### config.mk
export PLATFORM = sky130hd
export DESIGN_NAME = pps_phase_ctrl
export DESIGN_NICKNAME = d
export VERILOG_FILES = /design/src/core/pps_pkg.sv /design/src/core/pps_phase_ctrl.sv
export VERILOG_INCLUDE_DIRS = /design/src /design/src/core
export SDC_FILE = /design/constraint.sdc
export NUM_CORES = 1
export LEC_CHECK = 0
export BUFFER_PORTS_ARGS = -buffer_cell sky130_fd_sc_hd__buf_4
export CAP_MARGIN = 20
export CELL_PAD_IN_SITES_DETAIL_PLACEMENT = 1
export CELL_PAD_IN_SITES_GLOBAL_PLACEMENT = 1
export CORE_MARGIN = 4
export CORE_UTILIZATION = 41
export CTS_CLUSTER_SIZE = 14
export DETAILED_ROUTE_END_ITERATION = 7
export PLACE_DENSITY_LB_ADDON = 0.1
export SLEW_MARGIN = 20
export SYNTH_ARGS = -nofsm -noshare
export SYNTH_HDL_FRONTEND = slang
export SYNTH_SLANG_ARGS = --single-unit
### constraint.sdc
create_clock -name mclk -period 3.05 [get_ports mclk]
set_clock_uncertainty 0.2 [all_clocks]
set_input_delay 0.305 -clock mclk [delete_from_list [all_inputs] [get_ports mclk]]
set_output_delay 0.305 -clock mclk [all_outputs]
set_load 0.05 [all_outputs]
### src/core/pps_defs.svh
// constants of the pll phase step and bypass controller
// assumes inclusion by bare name from the package and the design file
`ifndef PPS_DEFS_SVH
`define PPS_DEFS_SVH
// divider setting layout: bypass flag in the top bit of nine
`define PPS_SET_W 9
`define PPS_BYP_BIT 8
`define PPS_SET_RST 9'h100
`define PPS_FACTOR_ONE 9'h001
`define PPS_FACTOR_MAX 9'h100
// apb byte offsets, one aligned word each
`define PPS_OFF_DIV_BASE 8'h00
`define PPS_OFF_TAP 8'h20
`define PPS_OFF_STEPS 8'h24
`define PPS_WORD_DIVS 6'h00
`define PPS_WORD_TAP 6'h08
`define PPS_WORD_STEPS 6'h09
// divider slots in the setting table
`define PPS_IDX_PRE 0
`define PPS_IDX_FB 1
`define PPS_IDX_OUT0 2
// counter-select codes
`define PPS_SEL_ALL 3'h0
`define PPS_SEL_FB 3'h1
`define PPS_SEL_OUT0 3'h2
// one tap is one eighth of the oscillator period
`define PPS_TAP_W 3
`define PPS_TAP_ONE 3'h1
`define PPS_TAP_RST 3'h0
`define PPS_STEPS_W 16
`endif

### src/core/pps_pkg.sv
// types of the pll phase step and bypass controller
// assumes pps_defs.svh is on the include path
`include "pps_defs.svh"
package pps_pkg;
   // one divider setting: bypass flag above the divide value
   typedef struct packed {
      logic bypass;
      logic [7:0] value;
   } pps_div_type;
   // one phase step request as captured from the fabric
   typedef struct packed {
      logic [2:0] sel;
      logic up;
   } pps_cmd_type;
   // step sequencer, gray coded along idle, apply, hold
   typedef enum logic [1:0] {
      PPS_IDLE = 2'b00,
      PPS_APPLY = 2'b01,
      PPS_HOLD = 2'b11
   } pps_state_type;
endpackage

### src/core/pps_phase_ctrl.sv
// pll runtime control: divider bypass settings over apb and dynamic phase stepping
// assumes mclk is the reconfiguration clock and the step controls come from fabric
// logic on that clock; an apb master drives the register port
//
// Contract
// - bypassed divider divides by exactly one
// - bypass flag set ignores all other bits
// - bypass flag is top bit; zero means normal
// - phase moves by tap shift, no scan data
// - each step moves one eighth oscillator period
// - output clocks keep running during steps
// - three-bit select picks feedback, output, or all
// - select captured on reconfiguration clock rising edge
// - direction one is later, zero is earlier
// - direction captured on reconfiguration clock rising edge
// - phase adjusts only while step strobe high
`include "pps_defs.svh"
module pps_phase_ctrl
   import pps_pkg::*;
#(
   parameter int NUM_OUT = 5
)
(
   input wire logic mclk,
   input wire logic srst,
   input wire logic psel,
   input wire logic penable,
   input wire logic pwrite,
   input wire logic [7:0] paddr,
   input wire logic [31:0] pwdata,
   output logic [31:0] prdata,
   output logic pready,
   output logic pslverr,
   input wire logic [2:0] phaseCounterSelect,
   input wire logic phaseUpDown,
   input wire logic phaseStep,
   output logic [8:0] prescaleFactor,
   output logic [8:0] feedbackFactor,
   output logic [NUM_OUT-1:0][8:0] outFactor,
   output logic [2:0] feedbackTap,
   output logic [NUM_OUT-1:0][2:0] outTap,
   output logic stepDone
);
   localparam int NDIV = NUM_OUT + 2; // prescale, feedback, outputs
   // the select code has room for six output dividers; the check allows five
   if (NUM_OUT < 1 || NUM_OUT > 5)
   begin : g_badParam
      $error("pps_phase_ctrl: NUM_OUT must be 1 to 5");
   end

   // ---------------- apb slave ----------------
   logic [5:0] word; // word index of the address
   logic wrEn; // write takes effect this edge
   logic rdSetup; // setup cycle of any transfer, read or write
   logic mapped; // address hits a register
   logic [31:0] rdData; // read mux result
   logic [31:0] prdata_reg;
   logic [31:0] prdata_next;
   logic pslverr_reg;
   logic pslverr_next;

   assign word = paddr[7:2];
   // zero wait states, so the access phase is always the last
   assign pready = psel & penable;
   assign wrEn = psel & penable & pwrite & mapped;
   assign rdSetup = psel & ~penable;
   assign mapped = (word < 6'(NDIV)) || (word == `PPS_WORD_TAP)
      || (word == `PPS_WORD_STEPS);
   assign prdata = prdata_reg;
   assign pslverr = pslverr_reg & pready;
   // ---------------- divider settings ----------------
   pps_div_type divSet_reg [NDIV]; // nine-bit setting per divider
   pps_div_type divSet_next [NDIV];
   logic [8:0] factor_reg [NDIV]; // effective divide factor
   logic [8:0] factor_next [NDIV];

   // settings: apb writes land here, only the low nine bits count;
   // factors follow the new settings so they never lag a write
   always_comb
   begin
      for (int i = 0; i < NDIV; i++)
      begin
         divSet_next[i] = divSet_reg[i];
         if (wrEn && word == 6'(i))
         begin
            divSet_next[i] = pps_div_type'(pwdata[`PPS_SET_W-1:0]);
         end
         if (divSet_next[i].bypass)
         begin
            // flag set: value bits ignored, divide by one
            factor_next[i] = `PPS_FACTOR_ONE;
         end
         else if (divSet_next[i].value == 8'h00)
         begin
            // zero value taken as the largest count
            factor_next[i] = `PPS_FACTOR_MAX;
         end
         else
         begin
            factor_next[i] = {1'b0, divSet_next[i].value};
         end
      end
   end

   // settings and factors; reset leaves every divider bypassed
   always_ff @(posedge mclk)
   begin
      for (int i = 0; i < NDIV; i++)
      begin
         if (srst)
         begin
            divSet_reg[i] <= pps_div_type'(`PPS_SET_RST);
            factor_reg[i] <= `PPS_FACTOR_ONE;
         end
         else
         begin
            divSet_reg[i] <= divSet_next[i];
            factor_reg[i] <= factor_next[i];
         end
      end
   end

   assign prescaleFactor = factor_reg[`PPS_IDX_PRE];
   assign feedbackFactor = factor_reg[`PPS_IDX_FB];
   // ---------------- phase step sequencer ----------------
   pps_state_type state_reg; // step sequencer state
   pps_state_type state_next;
   pps_cmd_type cmd_reg; // captured select and direction
   pps_cmd_type cmd_next;
   logic [2:0] fbTap_reg; // feedback tap, eighths of a period
   logic [2:0] fbTap_next;
   logic [2:0] outTap_reg [NUM_OUT]; // output taps
   logic [2:0] outTap_next [NUM_OUT];
   logic [15:0] steps_reg; // steps done since reset
   logic [15:0] steps_next;
   logic done_reg;
   logic done_next;

   // one step per strobe: capture, apply once, wait for release
   always_comb
   begin
      state_next = state_reg;
      cmd_next = cmd_reg;
      case (state_reg)
         PPS_IDLE:
         begin
            if (phaseStep)
            begin
               // select and direction taken on this rising edge
               cmd_next = '{sel: phaseCounterSelect, up: phaseUpDown};
               state_next = PPS_APPLY;
            end
         end
         PPS_APPLY:
         begin
            state_next = PPS_HOLD;
         end
         PPS_HOLD:
         begin
            // a held strobe gives no second step
            if (!phaseStep)
            begin
               state_next = PPS_IDLE;
            end
         end
         default:
         begin
            state_next = PPS_IDLE;
         end
      endcase
   end
   // tap moves; only the tap select changes, never the divider
   // counts, so clocks keep toggling through a step
   always_comb
   begin
      logic [2:0] delta;
      delta = cmd_reg.up ? `PPS_TAP_ONE : 3'(-`PPS_TAP_ONE);
      fbTap_next = fbTap_reg;
      steps_next = steps_reg;
      done_next = 1'b0;
      for (int i = 0; i < NUM_OUT; i++)
      begin
         outTap_next[i] = outTap_reg[i];
      end
      if (state_reg == PPS_APPLY)
      begin
         done_next = 1'b1;
         steps_next = steps_reg + 16'h0001;
         if (cmd_reg.sel == `PPS_SEL_FB)
         begin
            fbTap_next = fbTap_reg + delta;
         end
         for (int i = 0; i < NUM_OUT; i++)
         begin
            // code zero moves every output together
            if (cmd_reg.sel == `PPS_SEL_ALL || cmd_reg.sel == 3'(`PPS_SEL_OUT0 + i))
            begin
               outTap_next[i] = outTap_reg[i] + delta;
            end
         end
      end
   end
   // sequencer registers
   always_ff @(posedge mclk)
   begin
      if (srst)
      begin
         state_reg <= PPS_IDLE;
         cmd_reg <= '0;
         fbTap_reg <= `PPS_TAP_RST;
         steps_reg <= '0;
         done_reg <= 1'b0;
         for (int i = 0; i < NUM_OUT; i++)
         begin
            outTap_reg[i] <= `PPS_TAP_RST;
         end
      end
      else
      begin
         state_reg <= state_next;
         cmd_reg <= cmd_next;
         fbTap_reg <= fbTap_next;
         steps_reg <= steps_next;
         done_reg <= done_next;
         for (int i = 0; i < NUM_OUT; i++)
         begin
            outTap_reg[i] <= outTap_next[i];
         end
      end
   end
   assign feedbackTap = fbTap_reg;
   assign stepDone = done_reg;
   for (genvar g = 0; g < NUM_OUT; g++)
   begin : g_outTap
      assign outTap[g] = outTap_reg[g];
      assign outFactor[g] = factor_reg[`PPS_IDX_OUT0 + g];
   end
   // ---------------- read path ----------------
   // read mux; taps packed three bits each, feedback lowest
   always_comb
   begin
      rdData = '0;
      if (word < 6'(NDIV))
      begin
         rdData[`PPS_SET_W-1:0] = divSet_reg[word[2:0]];
      end
      else if (word == `PPS_WORD_TAP)
      begin
         rdData[2:0] = fbTap_reg;
         for (int i = 0; i < NUM_OUT; i++)
         begin
            rdData[3*i+3 +: 3] = outTap_reg[i];
         end
      end
      else if (word == `PPS_WORD_STEPS)
      begin
         rdData[`PPS_STEPS_W-1:0] = steps_reg;
      end
   end

   // read data is latched in setup so it comes from a flop
   always_comb
   begin
      prdata_next = prdata_reg;
      pslverr_next = pslverr_reg;
      if (rdSetup)
      begin
         prdata_next = pwrite ? 32'h0000_0000 : rdData;
         pslverr_next = ~mapped;
      end
   end
   // apb answer registers
   always_ff @(posedge mclk)
   begin
      if (srst)
      begin
         prdata_reg <= '0;
         pslverr_reg <= 1'b0;
      end
      else
      begin
         prdata_reg <= prdata_next;
         pslverr_reg <= pslverr_next;
      end
   end
endmodule

==> results.cfg, run 1 <==
[outcome]
status = complete, no violations

[yosys]
syn_area_um2 = 8240
synth_compound_area_frac = 0.108
ys_types = 44
yosys_warnings = 0
syn-mean-instance-area_um2 = 8.59
async_flop_share = 0
yosys.area_share.simple = 0.246
synth_fa_ha_area_frac = 0.0161
seq_area_frac_synth = 0.452
synth_edf_count = 0
yosysTopAreaCell = dfxtp_1
synth_area_leaders = dfxtp_1, nand2_1, a21oi_1, mux2i_1, mux2_2
synth.area.mux_share = 0.0949
synth_top_flop_cell = dfxtp_1
yosys.area_share.xor_xnor = 0.0319
ys_ff_latch = 186
syn_inst = 960
netlist.area_leader.share = 0.452
synth.most_common_cell = nand2_1
synth_commonest_cells = nand2_1, dfxtp_1, a21oi_1
synth_top_family_by_area = simple AND/OR/NAND/NOR gates

[layout]
n_fill_cell = 2350
final_nets = 1119
multi_input_area_um2 = 4150
synthToLayoutAreaGrowth_pct = 21.4
regArea_um2 = 3720
drive_above_1_share = 0.219

[power_and_ir_drop]
peakVddDrop_mv = 0.384
p_per_area_nw_per_um2 = 532
sw_frac_of_total = 0.283
switching_power_mw = 1.51
sequentialPowerShare = 0.476
intPower_mw = 3.81
comb_power_share = 0.115
clockPowerShare = 0.408
p_leak_nw = 3.93

[timing]
setup_viol = 0
period_share = 0.773
worst_slew_pin_slew_ns = 0.937
slew_headroom = 0.367
worst_slack_ns = 0.693
finalHoldViolations = 0
fin_setup_tns_ns = 0
fmax_ghz = 0.424
grt_setup_unrepaired = no
slew_violations = 0
whs_ns = 0.0183
period_needed_ns = 2.36

[clocking]
htreeDepth = 4
clk_path_buf_depth = 2
clk_pin_slew_ns = 0.08
numCtsBuffers = 17
cts_tree = yes
cts_sinks = 186
cts-root-buf = clkbuf_16
ctsResizeCount = 0
clkLatencyLatePin_ns = 0.44

[worst_setup_path]
crit_path_frequent_cell = or4_1
max_stage_delay_ns = 0.66
regToRegStartpoint = state_reg[0]
critPathLaunchType = flop
worst-setup-path-type = flop to flop
ff2ff_setup_slack_ns = 0.69
cp_max_fo = 12
arrival_ns = 2.52
critPathRequiredTime_ns = 3.22
critical_path.endpoint_type = flop
path_cells = nand3b_1 > or4_1 > or4_1 > a21oi_1
slowest_stage = or4_1
critPathBufInv = 0
r2r.worst_path.cells = 4
critical_path.top_delay_family = simple AND/OR/NAND/NOR gates
reg2reg_to = steps_reg[13]

[drt]
dr.pass1.iters = 5
drc_errors = 0
via_per_inst = 5.45
route.vias.total = 7314
routed_wl_mm = 26.8
wire_per_inst_um = 19.9
first_iter_violations = 478
antenna_left = 0

[floorplanning]
die_w_um = 150
initial_core_util = 0.421
ios = 166
rows = 51
die_h_um = 150
core-area_um2 = 19600
die_area_um2 = 22400

[hold_path]
min-delay-start = pwdata[6]
holdPathStages = 3
min_path_type = input port to flop
whs_endpoint = divSet_reg[6][6]

[place]
dpl_worst_slack_ns = 0.677
portBuffers = 126
hpwl_mm = 18.6
place_congestion = 0.833

[run]
maxCapViolCount = 0

[global_route]
grt_pass1_vias = 7162
overflow = 0
grt_pass1_wl_mm = 41.6
grt_antenna_before_repair = 1
grt_usage = 0.241
grt_max_degree = 82
==> cells by family (layout without fill, tap and decap cells) <==
logic type / Yosys count / count (layout)
xor+xnor: 30 / 30
other cells: 1 / 15
flops: 186 / 186
buf+inv: 94 / 196
simple gates: 415 / 415
compound gates: 154 / 154
mux: 73 / 73
fa+ha+maj: 7 / 7
==> worst max-delay path by stage <==
stage,startpoint,endpoint,slack [ns],depth (start not counted)
2_1_floorplan,cmd_reg[0],outTap_reg[0][11],0.93,7
3_3_place_gp,paddr[2],divSet_reg[2][5],0.72,7
3_5_place_dp,paddr[2],divSet_reg[5][3],0.68,6
4_1_cts,state_reg[0],steps_reg[15],0.68,4
5_1_grt,state_reg[0],steps_reg[13],0.55,4
6_report,state_reg[0],steps_reg[13],0.69,4
==> layer usage <==
metal / GRT usage / part of all wire / up-vias
li1: - / - / 3489
met1: 0.331 / 0.45 / 3605
met3: 0.0448 / 0.051 / 26
met2: 0.396 / 0.48 / 194
met5: 0 / 0 / -
met4: 0.0567 / 0.014 / 0
==> stage by stage <==
stage	instances	area, um2	total power [mW]	utilization
2_1_floorplan	973	8290	3.00	-
3_3_place_gp	1302	9380	3.18	0.479
3_5_place_dp	1302	9380	3.19	0.479
4_1_cts	1340	10000	5.35	0.511
5_1_grt	1341	10000	5.53	0.511
6_report	1341	10000	5.32	0.511
==> power groups by stage <==
stage               Clock, mW  Sequential, mW  Combinational, mW
CTS                      2.20            2.54              0.613
global route             2.33            2.54              0.660
global placement            0            2.59              0.593
floorplan                   0            2.68              0.327
finish                   2.17            2.53              0.613
detailed placement          0            2.59              0.603
==> final cells by class <==
class / instances / share of cell area
timing repair buffer: 158 / 0.121
multi-input combinational: 693 / 0.414
inverter: 6 / 0.00225
clock inverter: 15 / 0.0140
tap: 265 / 0.0331
clock buffer: 17 / 0.0425
sequential: 186 / 0.372
antenna: 1 / 0.000250
==> layout by cell type, fill, tap and decap left out, drive strengths merged, types with 2 or more instances in the layout <==
cell type	count
clkbuf	17
mux2i	41
nor3b	5
nand4	14
and2	3
dlygate4sd3	6
and3	9
nand3b	36
or4	4
a31o	15
buf	152
xor2	16
and4	3
clkinvlp	6
nor4b	11
dfxtp	186
or3	4
fa	6
nor3	12
nand2b	5
xnor2	14
mux2	31
nor4	9
and4b	3
nor2b	10
o31ai	3
clkinv	2
inv	12
a32oi	2
a21oi	111
a22oi	15
nor2	69
nand2	188
a22o	2
nand3	28
o21ai	5
conb	14
==> what timing repair did <==
item / CTS / global route
buffers inserted: 0 / 0
hold buffers: 6 / 0
endpoints found under the hold margin: 8 / 0
==> worst reg2reg max path, cell delays in order, from the launching register on <==
cell and delay (ns):
dfxtp_1 0.52, nand3b_1 0.22, or4_1 0.66, or4_1 0.55, a21oi_1 0.15
Power figures use the tool's default switching activity.
==> inputs of run 2 (changes only) <==
==> constraint.sdc (replaced) <==
create_clock -name mclk -period 2.2 [get_ports mclk]
set_clock_uncertainty 0.2 [all_clocks]
set_input_delay 0.22 -clock mclk [delete_from_list [all_inputs] [get_ports mclk]]
set_output_delay 0.22 -clock mclk [all_outputs]
set_load 0.05 [all_outputs]
==> run 2 against run 1 <==
Net effect:
- sequential cell count unchanged
- critical path type unchanged
- clock power increased by 39%
- register-to-register slack got worse by 0.59 ns
- hold slack got worse by 0.0038 ns
- total power increased by 40%
- clock-buffer cell count increased by 3
- critical endpoint is now steps_reg[11]
- non-clock buffer count increased by 45
- combinational power increased by 47%
- core utilization increased by 1.8 points
- critical path depth increased by 1
==> results.cfg, run 2 (synthesis results as in run 1) <==
[floorplanning]
core-area_um2 = 19600
ios = 166
rows = 51
die_h_um = 150
die_area_um2 = 22400
initial_core_util = 0.421
die_w_um = 150

[clocking]
cts_tree = yes
post-cts-setup-buffer-count = 0
clk_pin_slew_ns = 0.07
cts-root-buf = clkbuf_16
clk_path_buf_depth = 2
htreeDepth = 4
cts_sinks = 186
numCtsBuffers = 17
clkLatencyLatePin_ns = 0.43

[worst_setup_path]
critPathBufInv = 1
path_cells = nand4_1 > or4_4 > buf_4 > or3_1 > a21oi_1
critical_path.top_delay_family = simple AND/OR/NAND/NOR gates
slowest_stage = or4_4
r2r.worst_path.cells = 5
cp_max_fo = 6
critical_path.endpoint_type = flop
critPathRequiredTime_ns = 2.36
arrival_ns = 2.26
critPathLaunchType = flop
worst-setup-path-type = flop to flop
max_stage_delay_ns = 0.57
ff2ff_setup_slack_ns = 0.10
regToRegStartpoint = steps_reg[4]
reg2reg_to = steps_reg[11]

[drt]
dr.pass1.iters = 4
wire_per_inst_um = 20.0
drc_errors = 0
via_per_inst = 5.41
antenna_left = 0
route.vias.total = 7497
first_iter_violations = 455
routed_wl_mm = 27.6

[layout]
final_common_cell = nand2_1
finalInstanceArea_um2 = 10400
n_fill_cell = 2348
synthToLayoutAreaGrowth_pct = 25.8
post-route-util = 0.529
final_cell_mix = nand2_1, dfxtp_1, buf_4
drive_above_1_share = 0.234
final_nets = 1164

[global_route]
grt_antenna_before_repair = 1
overflow = 0
grt_max_degree = 43
grt_pass1_vias = 7702
grt_use_met1 = 0.338
met3_usage = 0.0366
grt_usage = 0.249
busiest_layer = met2
grt_pass1_wl_mm = 43.3
globalRouteMet2Util = 0.414

[power_and_ir_drop]
p_per_area_nw_per_um2 = 717
p_leak_nw = 4.15
peakVddDrop_mv = 0.447

[timing]
fmax_ghz = 0.477
grt_setup_unrepaired = no
period_needed_ns = 2.10
slew_violations = 0
fin_setup_tns_ns = 0
setup_viol = 0
slew_headroom = 0.585
whs_ns = 0.0145
period_share = 0.954
finalHoldViolations = 0
worst_slew_pin_slew_ns = 0.622
worst_slack_ns = 0.102

[hold_path]
holdPathStages = 3
whs_endpoint = prdata[4]
min-delay-start = paddr[3]
min_path_type = input port to flop

[place]
dpl_worst_slack_ns = 0.0820
place_congestion = 0.817
place_area_um2 = 9590
hpwl_mm = 19.4
portBuffers = 126

[run]
maxCapViolCount = 0

[outcome]
status = complete, no violations
[run 2: cell count changes in the layout (fill, tap and decap cells not counted), sizes merged]
cell | previous run | this run
buf | 152 | 182
clkinv | 2 | 3
inv | 12 | 8
dlygate4sd3 | 6 | 21
bufinv | 1 | 2
clkbuf | 17 | 20
clkinvlp | 6 | 4
[run 2: timing repair]
| action | 4_1_cts | 5_1_grt |
|---|---|---|
| endpoints found under the hold margin | 66 | 0 |
| setup endpoints to repair | 0 | 3 |
| gates resized for setup | 0 | 1 |
| hold buffers | 21 | 0 |
[run 2: layer usage]
layer | up-vias | wire (um)
met1 | 3732 | 12600
met4 | 0 | 421
li1 | 3565 | -
met5 | - | 0
met2 | 171 | 13400
met3 | 29 | 1210
[run 2: layout make-up]
type                            count  area [um2]  area share
Clock inverter                     11         123      0.0118
Sequential cell                   186        3720       0.359
Multi-Input combinational cell    693        4150       0.400
Timing Repair Buffer              203        1580       0.152
Inverter                            6        22.5     0.00217
Tap cell                          265         332      0.0320
Clock buffer                       20         437      0.0421
Antenna cell                        1        2.50    0.000241
[run 2: power breakdown]
part	internal (mW)	switching, mW	leakage, nW
Combinational	0.318	0.585	2.38
Sequential	3.43	0.0816	1.50
Clock	1.67	1.35	0.263
Total	5.41	2.02	4.15
[run 2: worst max-delay path by stage]
stage	startpoint	to	slack, ns	depth (start not counted)
floorplan	cmd_reg[0]	outTap_reg[0][11]	0.08	7
global placement	steps_reg[4]	steps_reg[13]	0.12	4
detailed placement	steps_reg[4]	steps_reg[11]	0.08	5
CTS	steps_reg[4]	steps_reg[11]	0.05	5
global route	steps_reg[4]	steps_reg[13]	0.03	4
finish	steps_reg[4]	steps_reg[11]	0.10	5
[run 2: tightest hold or removal path, stage by stage]
cell	delay [ns]
buf_4	0.17
nand2_1	0.08
a31o_2	0.14
[run 2: through the flow]
stage / cells / total power [mW]
2_1_floorplan: 973 / 4.17
6_report: 1385 / 7.43
4_1_cts: 1384 / 7.49
3_3_place_gp: 1332 / 4.44
3_5_place_dp: 1332 / 4.45
5_1_grt: 1385 / 7.70
==> inputs of run 3 (changes only) <==
--- a/config.mk
+++ b/config.mk
@@ -10,6 +10,7 @@
 export CAP_MARGIN = 20
 export CELL_PAD_IN_SITES_DETAIL_PLACEMENT = 1
 export CELL_PAD_IN_SITES_GLOBAL_PLACEMENT = 1
+export CORE_ASPECT_RATIO = 1.75
 export CORE_MARGIN = 4
 export CORE_UTILIZATION = 41
 export CTS_CLUSTER_SIZE = 14
==> run 3 against run 2 <==
Net effect:
- sequential share of layout area down 0.066 points
- die area up 0.40%
- routed wire length up 4.4%
- via count down 0.49%
- critical path depth down 1
- critical endpoint is now steps_reg[13]
==> results.cfg, run 3 (synthesis results as in run 1) <==
[timing]
worst_slew_pin_slew_ns = 0.542
finalHoldViolations = 0
fmax_ghz = 0.478
whs_ns = 0.0229
grt_setup_unrepaired = no
period_needed_ns = 2.09
period_share = 0.951
setup_viol = 0
slew_violations = 0
fin_setup_tns_ns = 0
slew_headroom = 0.639

[power_and_ir_drop]
peakVddDrop_mv = 0.690
design_power_total_mw = 7.31
p_per_area_nw_per_um2 = 704
p_leak_nw = 4.17

[floorplanning]
core-area_um2 = 19700
die_area_um2 = 22500
initial_core_util = 0.418
die_w_um = 115
ios = 166
die_h_um = 196
rows = 68

[worst_setup_path]
critical_path.endpoint_type = flop
worst-setup-path-type = flop to flop
max_stage_delay_ns = 0.59
cp_max_fo = 4
critical_path.top_delay_family = simple AND/OR/NAND/NOR gates
critPathLaunchType = flop
critPathBufInv = 0
path_cells = nand4_1 > or4_4 > or4_1 > a21oi_1
arrival_ns = 2.25
critPathRequiredTime_ns = 2.36
slowest_stage = or4_4

[layout]
n_fill_cell = 2334
post-route-util = 0.526
final_cell_mix = nand2_1, dfxtp_1, buf_4
final_nets = 1165
synthToLayoutAreaGrowth_pct = 26.0
final_common_cell = nand2_1
antennaDiodeCount = 0
drive_above_1_share = 0.243
finalInstanceArea_um2 = 10400

[drt]
drc_errors = 0
first_iter_violations = 468
dr.pass1.iters = 5
route.vias.total = 7460
antenna_left = 0
wire_per_inst_um = 21.1
routed_wl_mm = 28.9
via_per_inst = 5.46

[global_route]
grt_antenna_before_repair = 0
grt_max_degree = 63
grt_pass1_vias = 7804
overflow = 0
grt_pass1_wl_mm = 44.3
grt_usage = 0.259

[outcome]
status = complete, no violations

[clocking]
cts-root-buf = clkbuf_16
numCtsBuffers = 17
cts_tree = yes
clkLatencyLatePin_ns = 0.44
clk_pin_slew_ns = 0.07
htreeDepth = 4
clk_path_buf_depth = 2
cts_sinks = 186

[run]
maxCapViolCount = 0

[place]
place_congestion = 0.869
portBuffers = 126
place_area_um2 = 9670
hpwl_mm = 21.1

[hold_path]
min_path_type = input port to flop
-- run 3: final cells by class --
| class | instances | area (um2) | area share |
|---|---|---|---|
| Multi-Input combinational cell | 693 | 4150 | 0.399 |
| Sequential cell | 186 | 3720 | 0.359 |
| Timing Repair Buffer | 204 | 1630 | 0.157 |
| Clock buffer | 20 | 457 | 0.0440 |
| Tap cell | 245 | 307 | 0.0295 |
| Clock inverter | 12 | 93.8 | 0.00903 |
| Inverter | 6 | 22.5 | 0.00217 |
-- run 3: what timing repair did --
action | 4_1_cts | 5_1_grt
resized for setup | 0 | 2
setup buffers | 0 | 0
hold endpoints to repair | 71 | 0
hold buffers | 16 | 0
setup endpoints to repair | 0 | 4
-- run 3: metrics by stage --
step                      setup WS (ns)  std cells
after detailed placement         0.0407       1318
after CTS                       0.00442       1366
final                             0.108       1366
after global placement           0.0872       1318
after global routing            0.00806       1366
after floorplan                  0.0816        973
-- run 3: worst reg2reg max path, stage by stage (launching register included) --
cell	delay (ns)
dfxtp_1	0.40
nand4_1	0.14
or4_4	0.59
or4_1	0.53
a21oi_1	0.16
-- run 3: metal layers --
metal,track usage,routed length (um)
met1,0.269,10400
met2,0.473,15600
met3,0.0465,1160
met4,0.150,1700
met5,0,0
-- run 3: report_power, final --
part	total (mW)	internal, mW	switching (mW)
registers	3.51	3.43	0.0865
clock network	2.88	1.52	1.36
logic	0.922	0.327	0.595
-- run 3: worst paths after layout --
path                    startpoint               end  slack [ns]  cells after the start
setup / recovery      steps_reg[6]     steps_reg[13]        0.11                      4
hold / removal            paddr[6]       pslverr_reg        0.02                      5
setup reg to reg      steps_reg[6]     steps_reg[13]        0.11                      4
hold reg to reg   divSet_reg[4][0]  divSet_reg[4][0]        0.28                      2
